--- src/design/csb_consts.svh ---
// Offsets, field positions, reset values and timing counts of the back-off block.
`ifndef CSB_CONSTS_SVH
`define CSB_CONSTS_SVH
`define CSB_CTRL_OFS 8'h00
`define CSB_DEFER_OFS 8'h04
`define CSB_WINDOW_OFS 8'h08
`define CSB_GAPS_OFS 8'h0C
`define CSB_STATUS_OFS 8'h10
`define CSB_CTRL_GRAD 0
`define CSB_CTRL_RTS 1
`define CSB_CTRL_CLAIM 2
`define CSB_CTRL_TONE 3
`define CSB_CTRL_NRANK 5:4
`define CSB_CTRL_NODE 15:8
`define CSB_GAPS_REQ 7:0
`define CSB_GAPS_GRANT 15:8
`define CSB_GAPS_CTSMAX 31:16
`define CSB_CTRL_RST 32'h0000_0038
`define CSB_DEFER_RST 32'h1004_0201
`define CSB_WINDOW_RST 32'h4020_1008
`define CSB_GAPS_RST 32'h0190_0A0A
`define CSB_STAGE_MAX 3'h4
`define CSB_LFSR_SEED 16'hACE1
`endif

--- src/design/csb_pkg.sv ---
// Types shared by the back-off block and its bench.
package csb_pkg;
  typedef enum logic [2:0] {
    S_IDLE = 3'b000,
    S_COUNT = 3'b001,
    S_CTSW = 3'b010,
    S_GAP = 3'b011,
    S_TX = 3'b100,
    S_HOLD = 3'b101
  } csb_state_type;
  typedef struct packed {
    logic slot_start;
    logic sub_end;
    logic tx_det;
    logic collision;
    logic success;
    logic slot_close;
  } csb_slot_ev_type;
  typedef struct packed {
    logic rts_rx;
    logic cts_rx;
    logic [7:0] dst;
    logic [7:0] proxy;
    logic [15:0] duration;
  } csb_rx_ev_type;
endpackage

--- src/design/csb_backoff.sv ---
// Contention-slot access rank, back-off counters and request/grant handshake.
// Function
// - Map link-frame priority to one of four access ranks.
// - Single-rank nodes still use top rank for medium plan frames.
// - Window starts after tone slots, else after claim slot, else slot start.
// - Keep wait, defer and stage counters for every access rank.
// - Zero wait count at window start sends in the first idle slot.
// - Decrement wait each quiet idle slot; send when it reaches zero.
// - Detected transmission: abandon slot, decrement defer, maybe decrement wait.
// - Defer at zero: raise or hold stage, reload defer and random wait.
// - Collision: raise stage below maximum, reload defer and random wait.
// - Reset and success: stage one, stage-one defer, random stage-one wait.
// - Gradual flag: success lowers stage by one, never below one.
// - Default defer 1,2,4,16 and window 8,16,32,64, software overridable.
// - Late frame contends only at or above winning rank, counting from then.
// - Handshake slots send a request frame before the message frame.
// - Addressed node answers a request with a grant after the request gap.
// - Message follows only a matching grant, one grant gap after it.
// - Request carries message destination and, for groups, a proxy member.
// - Grant withheld if unable to receive or medium busy.
// - Request and grant carry the whole sequence duration.
// - Any request or grant marks the slot used until it closes.
// - No grant within the full handshake time marks it not received.
// - Never use the handshake where the claim signal is required.
// - Rank tones: top both slots, two first, one second, zero neither.
`timescale 1ns/1ns
`include "csb_consts.svh"
module csb_backoff
  import csb_pkg::*;
(
  input wire logic aclk,
  input wire logic aresetn,
  input wire logic [7:0] s_axi_awaddr,
  input wire logic s_axi_awvalid,
  output logic s_axi_awready,
  input wire logic [31:0] s_axi_wdata,
  input wire logic [3:0] s_axi_wstrb,
  input wire logic s_axi_wvalid,
  output logic s_axi_wready,
  output logic [1:0] s_axi_bresp,
  output logic s_axi_bvalid,
  input wire logic s_axi_bready,
  input wire logic [7:0] s_axi_araddr,
  input wire logic s_axi_arvalid,
  output logic s_axi_arready,
  output logic [31:0] s_axi_rdata,
  output logic [1:0] s_axi_rresp,
  output logic s_axi_rvalid,
  input wire logic s_axi_rready,
  input wire csb_slot_ev_type slot_ev,
  input wire csb_rx_ev_type rx_ev,
  input wire logic frame_valid,
  input wire logic [2:0] frame_prio,
  input wire logic frame_plan,
  input wire logic [7:0] frame_dest,
  input wire logic [7:0] frame_proxy,
  input wire logic [15:0] frame_duration,
  input wire logic [1:0] win_rank,
  input wire logic can_receive,
  input wire logic medium_busy,
  output logic tx_start,
  output logic tx_is_rts,
  output logic [7:0] rts_dest,
  output logic [7:0] rts_proxy,
  output logic [15:0] tx_duration,
  output logic send_cts,
  output logic [7:0] cts_dest,
  output logic [15:0] cts_duration,
  output logic cts_missing,
  output logic slot_used,
  output logic rank_tone0,
  output logic rank_tone1,
  output logic contending
);
  logic [31:0] ctrl_reg, defer_reg, window_reg, gaps_reg;
  logic [31:0] status_w;
  csb_state_type state_reg;
  logic [15:0] lfsr_reg;
  logic init_reg;
  logic [1:0] rank_reg;
  logic [2:0] stage_reg [4];
  logic [7:0] defer_reg_a [4];
  logic [7:0] wait_reg [4];
  logic [1:0] pos_reg;
  logic cw_on_reg;
  logic [15:0] cnt_reg;
  logic [7:0] resp_cnt_reg;
  logic resp_pend_reg;
  logic [7:0] resp_src_reg;
  logic [15:0] resp_dur_reg;
  logic aw_hold_reg, w_hold_reg;
  logic [7:0] aw_addr_reg;
  logic [31:0] w_data_reg;
  logic [3:0] w_strb_reg;
  logic [1:0] skip_w, tslot_w, rank_w;
  logic cw_go_w, use_rts_w, rank_ok_w, to_me_w;
  logic ev_idle_w, ev_busy_w, ev_coll_w, ev_succ_w, launch_w;
  logic [7:0] cur_wait_w;

  function automatic logic [7:0] lim(input logic [31:0] r, input logic [2:0] s);
    case (s)
      3'h2: lim = r[15:8];
      3'h3: lim = r[23:16];
      3'h4: lim = r[31:24];
      default: lim = r[7:0];
    endcase
  endfunction

  function automatic logic [7:0] draw(input logic [7:0] l, input logic [15:0] r);
    draw = (l == 8'h00) ? 8'h00 : r[7:0] % l;
  endfunction

  always_comb begin
    rank_w = 2'h0;
    case (ctrl_reg[`CSB_CTRL_NRANK])
      2'h3: case (frame_prio)
        3'h1, 3'h2: rank_w = 2'h0;
        3'h0, 3'h3: rank_w = 2'h1;
        3'h4, 3'h5: rank_w = 2'h2;
        default: rank_w = 2'h3;
      endcase
      2'h2: case (frame_prio)
        3'h1, 3'h2: rank_w = 2'h1;
        3'h6, 3'h7: rank_w = 2'h3;
        default: rank_w = 2'h2;
      endcase
      2'h1: rank_w = (frame_prio > 3'h3) ? 2'h3 : 2'h1;
      default: rank_w = 2'h1;
    endcase
    if (frame_plan) begin
      rank_w = 2'h3;
    end
  end

  assign skip_w = {1'b0, ctrl_reg[`CSB_CTRL_CLAIM]} + (ctrl_reg[`CSB_CTRL_TONE] ? 2'h2 : 2'h0);
  assign cw_go_w = (slot_ev.slot_start && skip_w == 2'h0) ||
                   (slot_ev.sub_end && !cw_on_reg && pos_reg + 2'h1 == skip_w);
  assign tslot_w = pos_reg - {1'b0, ctrl_reg[`CSB_CTRL_CLAIM]};
  assign use_rts_w = ctrl_reg[`CSB_CTRL_RTS] && !ctrl_reg[`CSB_CTRL_CLAIM];
  assign rank_ok_w = !ctrl_reg[`CSB_CTRL_TONE] || rank_w >= win_rank;
  assign to_me_w = rx_ev.dst == ctrl_reg[`CSB_CTRL_NODE] || rx_ev.proxy == ctrl_reg[`CSB_CTRL_NODE];
  assign cur_wait_w = wait_reg[rank_reg];
  assign ev_busy_w = state_reg == S_COUNT && cw_on_reg && slot_ev.sub_end && slot_ev.tx_det;
  assign ev_idle_w = state_reg == S_COUNT && cw_on_reg && slot_ev.sub_end && !slot_ev.tx_det &&
                     cur_wait_w != 8'h00;
  assign launch_w = state_reg == S_COUNT && !slot_used && !ev_busy_w &&
                    ((cw_go_w && cur_wait_w == 8'h00) ||
                     (ev_idle_w && cur_wait_w == 8'h01) ||
                     (cw_on_reg && slot_ev.sub_end && cur_wait_w == 8'h00));
  assign ev_coll_w = state_reg == S_TX && slot_ev.collision;
  assign ev_succ_w = state_reg == S_TX && slot_ev.success && !slot_ev.collision;
  assign status_w = {defer_reg_a[rank_reg], cur_wait_w, 5'h00, stage_reg[rank_reg], 2'h0, rank_reg,
                     1'b0, state_reg};

  always_ff @(posedge aclk) begin
    if (!aresetn) begin
      lfsr_reg <= `CSB_LFSR_SEED;
      init_reg <= 1'b1;
    end else begin
      lfsr_reg <= {lfsr_reg[14:0], lfsr_reg[15] ^ lfsr_reg[13] ^ lfsr_reg[12] ^ lfsr_reg[10]};
      init_reg <= 1'b0;
    end
  end

  for (genvar g = 0; g < 4; g++) begin : g_rank
    logic hit;
    logic [2:0] st_up, st_dn;
    logic [7:0] dc_n;
    assign hit = rank_reg == 2'(g);
    assign st_up = (stage_reg[g] < `CSB_STAGE_MAX) ? stage_reg[g] + 3'h1 : stage_reg[g];
    assign st_dn = (ctrl_reg[`CSB_CTRL_GRAD] && stage_reg[g] > 3'h1) ? stage_reg[g] - 3'h1 : 3'h1;
    assign dc_n = defer_reg_a[g] - 8'h01;
    always_ff @(posedge aclk) begin
      if (!aresetn) begin
        stage_reg[g] <= 3'h1;
        defer_reg_a[g] <= 8'h01;
        wait_reg[g] <= 8'h00;
      end else if (init_reg) begin
        defer_reg_a[g] <= lim(defer_reg, 3'h1);
        wait_reg[g] <= draw(lim(window_reg, 3'h1), lfsr_reg + 16'(g));
      end else if (hit && ev_succ_w) begin
        stage_reg[g] <= st_dn;
        defer_reg_a[g] <= lim(defer_reg, st_dn);
        wait_reg[g] <= draw(lim(window_reg, st_dn), lfsr_reg);
      end else if (hit && (ev_coll_w || (ev_busy_w && dc_n == 8'h00))) begin
        stage_reg[g] <= st_up;
        defer_reg_a[g] <= lim(defer_reg, st_up);
        wait_reg[g] <= draw(lim(window_reg, st_up), lfsr_reg);
      end else if (hit && ev_busy_w) begin
        defer_reg_a[g] <= dc_n;
        if (wait_reg[g] != 8'h00) begin
          wait_reg[g] <= wait_reg[g] - 8'h01;
        end
      end else if (hit && ev_idle_w) begin
        wait_reg[g] <= wait_reg[g] - 8'h01;
      end
    end
  end

  always_ff @(posedge aclk) begin
    if (!aresetn) begin
      pos_reg <= 2'h0;
      cw_on_reg <= 1'b0;
    end else if (slot_ev.slot_start) begin
      pos_reg <= 2'h0;
      cw_on_reg <= skip_w == 2'h0;
    end else if (slot_ev.slot_close || ev_coll_w || ev_succ_w) begin
      cw_on_reg <= 1'b0;
    end else if (slot_ev.sub_end && !cw_on_reg) begin
      pos_reg <= pos_reg + 2'h1;
      cw_on_reg <= cw_go_w;
    end
  end

  always_ff @(posedge aclk) begin
    if (!aresetn) begin
      slot_used <= 1'b0;
    end else if (rx_ev.rts_rx || rx_ev.cts_rx) begin
      slot_used <= 1'b1;
    end else if (slot_ev.slot_close) begin
      slot_used <= 1'b0;
    end
  end

  always_ff @(posedge aclk) begin
    if (!aresetn) begin
      state_reg <= S_IDLE;
      rank_reg <= 2'h0;
      cnt_reg <= 16'h0000;
      tx_start <= 1'b0;
      tx_is_rts <= 1'b0;
      rts_dest <= 8'h00;
      rts_proxy <= 8'h00;
      tx_duration <= 16'h0000;
      cts_missing <= 1'b0;
    end else begin
      tx_start <= 1'b0;
      cts_missing <= 1'b0;
      case (state_reg)
        S_IDLE: begin
          if (frame_valid && !slot_used && (slot_ev.slot_start || (cw_on_reg && rank_ok_w))) begin
            rank_reg <= rank_w;
            state_reg <= S_COUNT;
          end
        end
        S_COUNT: begin
          if (ev_busy_w || slot_used || slot_ev.slot_close) begin
            state_reg <= S_HOLD;
          end else if (cw_go_w && ctrl_reg[`CSB_CTRL_TONE] && win_rank > rank_reg) begin
            state_reg <= S_HOLD;
          end else if (launch_w) begin
            tx_start <= 1'b1;
            tx_is_rts <= use_rts_w;
            rts_dest <= frame_dest;
            rts_proxy <= frame_proxy;
            tx_duration <= frame_duration;
            cnt_reg <= gaps_reg[`CSB_GAPS_CTSMAX];
            state_reg <= use_rts_w ? S_CTSW : S_TX;
          end
        end
        S_CTSW: begin
          if (rx_ev.cts_rx && rx_ev.dst == ctrl_reg[`CSB_CTRL_NODE]) begin
            cnt_reg <= {8'h00, gaps_reg[`CSB_GAPS_GRANT]};
            state_reg <= S_GAP;
          end else if (cnt_reg == 16'h0000) begin
            cts_missing <= 1'b1;
            state_reg <= S_HOLD;
          end else begin
            cnt_reg <= cnt_reg - 16'h0001;
          end
        end
        S_GAP: begin
          if (cnt_reg == 16'h0000) begin
            tx_start <= 1'b1;
            tx_is_rts <= 1'b0;
            state_reg <= S_TX;
          end else begin
            cnt_reg <= cnt_reg - 16'h0001;
          end
        end
        S_TX: begin
          if (slot_ev.success || slot_ev.collision) begin
            state_reg <= S_IDLE;
          end
        end
        S_HOLD: begin
          if (slot_ev.slot_close) begin
            state_reg <= S_IDLE;
          end
        end
        default: state_reg <= S_IDLE;
      endcase
    end
  end

  always_ff @(posedge aclk) begin
    if (!aresetn) begin
      contending <= 1'b0;
      rank_tone0 <= 1'b0;
      rank_tone1 <= 1'b0;
    end else begin
      contending <= state_reg != S_IDLE && state_reg != S_HOLD;
      rank_tone0 <= state_reg == S_COUNT && ctrl_reg[`CSB_CTRL_TONE] && !cw_on_reg && !slot_ev.sub_end &&
                    pos_reg >= {1'b0, ctrl_reg[`CSB_CTRL_CLAIM]} && tslot_w == 2'h0 && rank_reg[1];
      rank_tone1 <= state_reg == S_COUNT && ctrl_reg[`CSB_CTRL_TONE] && !cw_on_reg && !slot_ev.sub_end &&
                    tslot_w == 2'h1 && rank_reg[0];
    end
  end

  always_ff @(posedge aclk) begin
    if (!aresetn) begin
      resp_pend_reg <= 1'b0;
      resp_cnt_reg <= 8'h00;
      resp_src_reg <= 8'h00;
      resp_dur_reg <= 16'h0000;
      send_cts <= 1'b0;
      cts_dest <= 8'h00;
      cts_duration <= 16'h0000;
    end else begin
      send_cts <= 1'b0;
      if (rx_ev.rts_rx && to_me_w && can_receive && !medium_busy) begin
        resp_pend_reg <= 1'b1;
        resp_cnt_reg <= gaps_reg[`CSB_GAPS_REQ];
        resp_src_reg <= frame_dest;
        resp_dur_reg <= rx_ev.duration;
      end else if (resp_pend_reg && (medium_busy || !can_receive)) begin
        resp_pend_reg <= 1'b0;
      end else if (resp_pend_reg && resp_cnt_reg == 8'h00) begin
        resp_pend_reg <= 1'b0;
        send_cts <= 1'b1;
        cts_dest <= resp_src_reg;
        cts_duration <= resp_dur_reg;
      end else if (resp_pend_reg) begin
        resp_cnt_reg <= resp_cnt_reg - 8'h01;
      end
    end
  end

  always_ff @(posedge aclk) begin
    if (!aresetn) begin
      aw_hold_reg <= 1'b0;
      w_hold_reg <= 1'b0;
      aw_addr_reg <= 8'h00;
      w_data_reg <= 32'h0000_0000;
      w_strb_reg <= 4'h0;
      s_axi_bvalid <= 1'b0;
      s_axi_bresp <= 2'h0;
      ctrl_reg <= `CSB_CTRL_RST;
      defer_reg <= `CSB_DEFER_RST;
      window_reg <= `CSB_WINDOW_RST;
      gaps_reg <= `CSB_GAPS_RST;
    end else begin
      if (s_axi_awvalid && s_axi_awready) begin
        aw_hold_reg <= 1'b1;
        aw_addr_reg <= s_axi_awaddr;
      end
      if (s_axi_wvalid && s_axi_wready) begin
        w_hold_reg <= 1'b1;
        w_data_reg <= s_axi_wdata;
        w_strb_reg <= s_axi_wstrb;
      end
      if (aw_hold_reg && w_hold_reg && !s_axi_bvalid) begin
        aw_hold_reg <= 1'b0;
        w_hold_reg <= 1'b0;
        s_axi_bvalid <= 1'b1;
        s_axi_bresp <= 2'h0;
        for (int b = 0; b < 4; b++) begin
          if (w_strb_reg[b]) begin
            case (aw_addr_reg & 8'hFC)
              `CSB_CTRL_OFS: ctrl_reg[8*b+:8] <= w_data_reg[8*b+:8];
              `CSB_DEFER_OFS: defer_reg[8*b+:8] <= w_data_reg[8*b+:8];
              `CSB_WINDOW_OFS: window_reg[8*b+:8] <= w_data_reg[8*b+:8];
              `CSB_GAPS_OFS: gaps_reg[8*b+:8] <= w_data_reg[8*b+:8];
              default: ;
            endcase
          end
        end
        if ((aw_addr_reg & 8'hFC) > `CSB_GAPS_OFS) begin
          s_axi_bresp <= 2'h2;
        end
      end else if (s_axi_bvalid && s_axi_bready) begin
        s_axi_bvalid <= 1'b0;
      end
    end
  end

  always_ff @(posedge aclk) begin
    if (!aresetn) begin
      s_axi_awready <= 1'b0;
      s_axi_wready <= 1'b0;
      s_axi_arready <= 1'b0;
    end else begin
      s_axi_awready <= !aw_hold_reg && !(s_axi_awvalid && s_axi_awready) && !s_axi_bvalid;
      s_axi_wready <= !w_hold_reg && !(s_axi_wvalid && s_axi_wready) && !s_axi_bvalid;
      s_axi_arready <= !s_axi_rvalid && !(s_axi_arvalid && s_axi_arready);
    end
  end

  always_ff @(posedge aclk) begin
    if (!aresetn) begin
      s_axi_rvalid <= 1'b0;
      s_axi_rdata <= 32'h0000_0000;
      s_axi_rresp <= 2'h0;
    end else if (s_axi_arvalid && s_axi_arready) begin
      s_axi_rvalid <= 1'b1;
      s_axi_rresp <= 2'h0;
      case (s_axi_araddr & 8'hFC)
        `CSB_CTRL_OFS: s_axi_rdata <= ctrl_reg;
        `CSB_DEFER_OFS: s_axi_rdata <= defer_reg;
        `CSB_WINDOW_OFS: s_axi_rdata <= window_reg;
        `CSB_GAPS_OFS: s_axi_rdata <= gaps_reg;
        `CSB_STATUS_OFS: s_axi_rdata <= status_w;
        default: begin
          s_axi_rdata <= 32'h0000_0000;
          s_axi_rresp <= 2'h2;
        end
      endcase
    end else if (s_axi_rvalid && s_axi_rready) begin
      s_axi_rvalid <= 1'b0;
    end
  end
endmodule

--- config.mk ---
export PLATFORM = sky130hd
export DESIGN_NAME = csb_backoff
export DESIGN_NICKNAME = d
export VERILOG_FILES = /design/src/design/csb_pkg.sv /design/src/design/csb_backoff.sv
export VERILOG_INCLUDE_DIRS = /design/src /design/src/design
export SDC_FILE = /design/constraint.sdc
export NUM_CORES = 2
export LEC_CHECK = 0
export BUFFER_PORTS_ARGS = -buffer_cell sky130_fd_sc_hd__buf_2
export CAP_MARGIN = 20
export CORE_ASPECT_RATIO = 0.9
export CORE_MARGIN = 5
export CORE_UTILIZATION = 38
export CTS_CLUSTER_DIAMETER = 150
export DETAILED_ROUTE_END_ITERATION = 12
export GPL_ROUTABILITY_DRIVEN = 1
export HOLD_SLACK_MARGIN = 0.06
export PLACE_DENSITY = 0.53
export SLEW_MARGIN = 10
export SYNTH_ARGS = -nofsm -noshare
export SYNTH_HDL_FRONTEND = slang
export SYNTH_SLANG_ARGS = --single-unit
--- constraint.sdc ---
create_clock -name aclk -period 17.94 [get_ports aclk]
set_input_delay 0.897 -clock aclk [delete_from_list [all_inputs] [get_ports aclk]]
set_output_delay 0.897 -clock aclk [all_outputs]
set_load 0.02 [all_outputs]
==> flow_metrics.py <==
metrics = {
    "logic_synthesis": {
        "synth_cell_type_count": 121,
        "synthTopCellsByCount": "662 x nor2_1, 490 x ha_1, 469 x nand2_1",
        "ys_seq_area_share_pct": 20.10,
        "synth_largest_area_cell": "dfxtp_1",
        "synth_compound_area_share_pct": 23.39,
        "synth_fa_ha_area_share_pct": 13.80,
        "avgSynthCellArea_um2": 7.954,
        "synth_ff_type": "dfxtp_1",
        "postSynthRegisterBits": 427,
        "yosysTopAreaCellShare_pct": 15.17,
        "synth_area_mm2": 0.04632,
        "synth_top_family_by_area": "compound AO/OA/AOI/OAI gates",
        "yosys_warnings": 0,
        "async_flop_share_pct": 0,
        "synthSimpleGateAreaFrac_pct": 21.19,
        "synthesis.instances": 5823,
        "synth-xor-area-share_pct": 5.414,
        "synthMuxAreaShare_pct": 11.74,
        "synth_edf_count": 76,
        "synth.most_common_cell": "nor2_1",
        "synthTopCellsByArea": "dfxtp_1 15%, ha_1 13%, mux2i_1 6.8%, nor2_1 5.4%, edfxtp_1 4.9%",
    },
    "place": {
        "hpwlAfterDp_um": 139400,
        "gp_congestion": 0.9786,
        "placed_area_mm2": 0.04924,
        "portBuffers": 238,
    },
    "routing": {
        "final_antenna_net_count": 0,
        "drt_pass1_iterations": 7,
        "wl_per_cell_um": 24.04,
        "vias": 45920,
        "viasPerCell": 6.059,
        "drtIter0Drc": 4701,
        "routed_wl_um": 182200,
        "drc": 0,
    },
    "sta": {
        "setup_viol": 0,
        "worst_pin_slew_ns": 1.364,
        "fin_crit_sh_pct": 92.61,
        "rsz0062_at_grt": "no",
        "drv_slew": 0,
        "finalClockSkew_ns": 0.02263,
        "clock.fmax_ghz": 0.06019,
        "relSlewSlack_pct": 9.038,
        "timing.setup.tns_ns": 0,
        "period_needed_ns": 16.61,
        "hold_viol_final": 0,
    },
    "power": {
        "seqPwrFrac_pct": 13.1,
        "leakage_nw": 21.06,
        "p_comb_share_pct": 75.4,
        "power_switching_share_pct": 49.84,
        "powerDensity_mw_per_mm2": 174.5,
        "intPower_w": 0.004455,
        "clockPowerShare_pct": 11.5,
        "p_switching_w": 0.004427,
        "peakVddDrop_mv": 0.2401,
    },
    "grt": {
        "antenna_found_initial": 13,
        "grt_max_degree": 229,
        "grtUsageTotal_pct": 27.10,
        "overflow": 0,
        "grt_pass1_vias": 42890,
        "grt_pass1_wl_um": 271800,
    },
    "floorplanning": {
        "placementRows": 121,
        "fp.dieH_um": 341.2,
        "start_util_pct": 38.29,
        "die_area_mm2": 0.1290,
        "core_area_mm2": 0.1210,
        "die_x_um": 378.0,
        "ios": 245,
    },
    "worst_setup_path": {
        "critPathKind": "register to register",
        "crit_cells": 55,
        "critical_path.top_delay_family": "compound AO/OA/AOI/OAI gates",
        "worst-r2r-cell-count": 55,
        "cpMostUsedCell": "ha_1",
        "crit_arrival_ns": 16.94,
        "end_kind": "register",
        "crit_path_start_kind": "register",
        "cpPeakStageDelay_ns": 0.92,
        "crit_buf_inv": 4,
        "critPathSlowestCell": "or4_1",
        "required_ns": 18.27,
        "cp_max_fo": 16,
    },
    "clock_network": {
        "cts.sinks": 427,
        "cts_hold_buf": 0,
        "clkTransAtPathRegs_ns": 0.06,
        "cts_root_buffer": "clkbuf_16",
        "cts_resized": 0,
        "numCtsBuffers": 49,
        "cts_tree": "yes",
        "htree_num_levels": 2,
        "postCtsSetupBuffers": 0,
        "clk-insertion-delay-late_ns": 0.62,
        "clockBufferDepth": 3,
    },
    "job": {
        "maxCapViolations": 0,
    },
    "status": {
        "outcome": "complete, no violations",
    },
    "final_layout": {
        "final_nets": 6587,
        "area_delta_synth_final_pct": 9.882,
        "drive_gt1_share_pct": 12.03,
        "final_area_mm2": 0.05089,
    },
    "hold_path": {
        "worstHoldPathCells": 1,
        "hp-class": "register to register",
    },
}
==> layer usage <==
| metal | track usage, % | vias up | part of all wire [%] |
|---|---|---|---|
| li1 | - | 21920 | - |
| met1 | 38.24 | 22010 | 45 |
| met2 | 41.23 | 1684 | 42 |
| met3 | 6.289 | 289 | 9.2 |
| met4 | 7.807 | 12 | 3.3 |
| met5 | 0 | - | 0.041 |
==> path summary, 6_finish.rpt <==
path | start | endpoint | slack [ns]
worst max register to register | window_reg[7] | wait_reg[2][5] | 1.33
worst min register to register | lfsr_reg[9] | lfsr_reg[10] | 0.41
worst max-delay path | window_reg[7] | wait_reg[2][5] | 1.33
worst min-delay path | lfsr_reg[9] | lfsr_reg[10] | 0.41
==> layout make-up <==
type	count	area, um2
Antenna cell	3	7.507
Fill cell	12280	70070
Clock buffer	72	1458
Clock inverter	12	152.6
Tap cell	1599	2001
Multi-Input combinational cell	4895	35030
Sequential cell	427	9310
Timing Repair Buffer	364	2152
Inverter	207	784.5
==> power by group through the flow <==
stage / Clock [W] / Sequential (W) / Combinational, W
finish: 0.00102 / 0.00116 / 0.00670
global route: 0.00108 / 0.00116 / 0.00741
CTS: 0.00104 / 0.00115 / 0.00659
detailed placement: 0 / 0.00118 / 0.00654
global placement: 0 / 0.00117 / 0.00648
floorplan: 0 / 0.00112 / 0.00511
==> metrics by stage <==
stage,instances,worst slack (ns),hold slack (ns),total power [W],utilization [%]
2_1_floorplan,5824,3.626,0.3863,0.006232,-
3_3_place_gp,7488,1.899,0.3892,0.007658,40.71
3_5_place_dp,7488,1.891,0.3985,0.007713,40.71
4_1_cts,7572,1.834,0.4125,0.008779,42.04
5_1_grt,7576,0.3012,0.4336,0.009651,42.07
6_report,7579,1.325,0.4109,0.008882,42.07
==> cells by family after synthesis <==
logic type / after synthesis
compound gates: 1607
xor+xnor: 279
fa+ha+maj: 503
buf+inv: 502
flops: 427
mux: 470
other cells: 1
simple gates: 2034
==> cell usage in the layout, fill, tap and decap left out, drive strengths merged, types with 66 or more instances in the layout <==
cell and n:
o21ai 333, ha 490, nand3 104, nand2b 92, a22oi 75, clkbuf 73, inv 209, a221oi 68
buf 363, a21oi 360, dfxtp 351, nand2 469, a21o 73, xnor2 178, xor2 100, mux2i 315
edfxtp 76, o21a 146, mux2 109, nor3 228, nor2 663, nor2b 66
==> worst reg2reg max path, delay by kind of cell (launching register included) <==
family,cells,cell delay [ns]
mux,3,1.14
flops,1,0.29
simple gates,10,3.24
fa+ha+maj,7,2.16
compound gates,31,8.65
buf+inv,4,0.82
(Power assumes the default switching activity.)
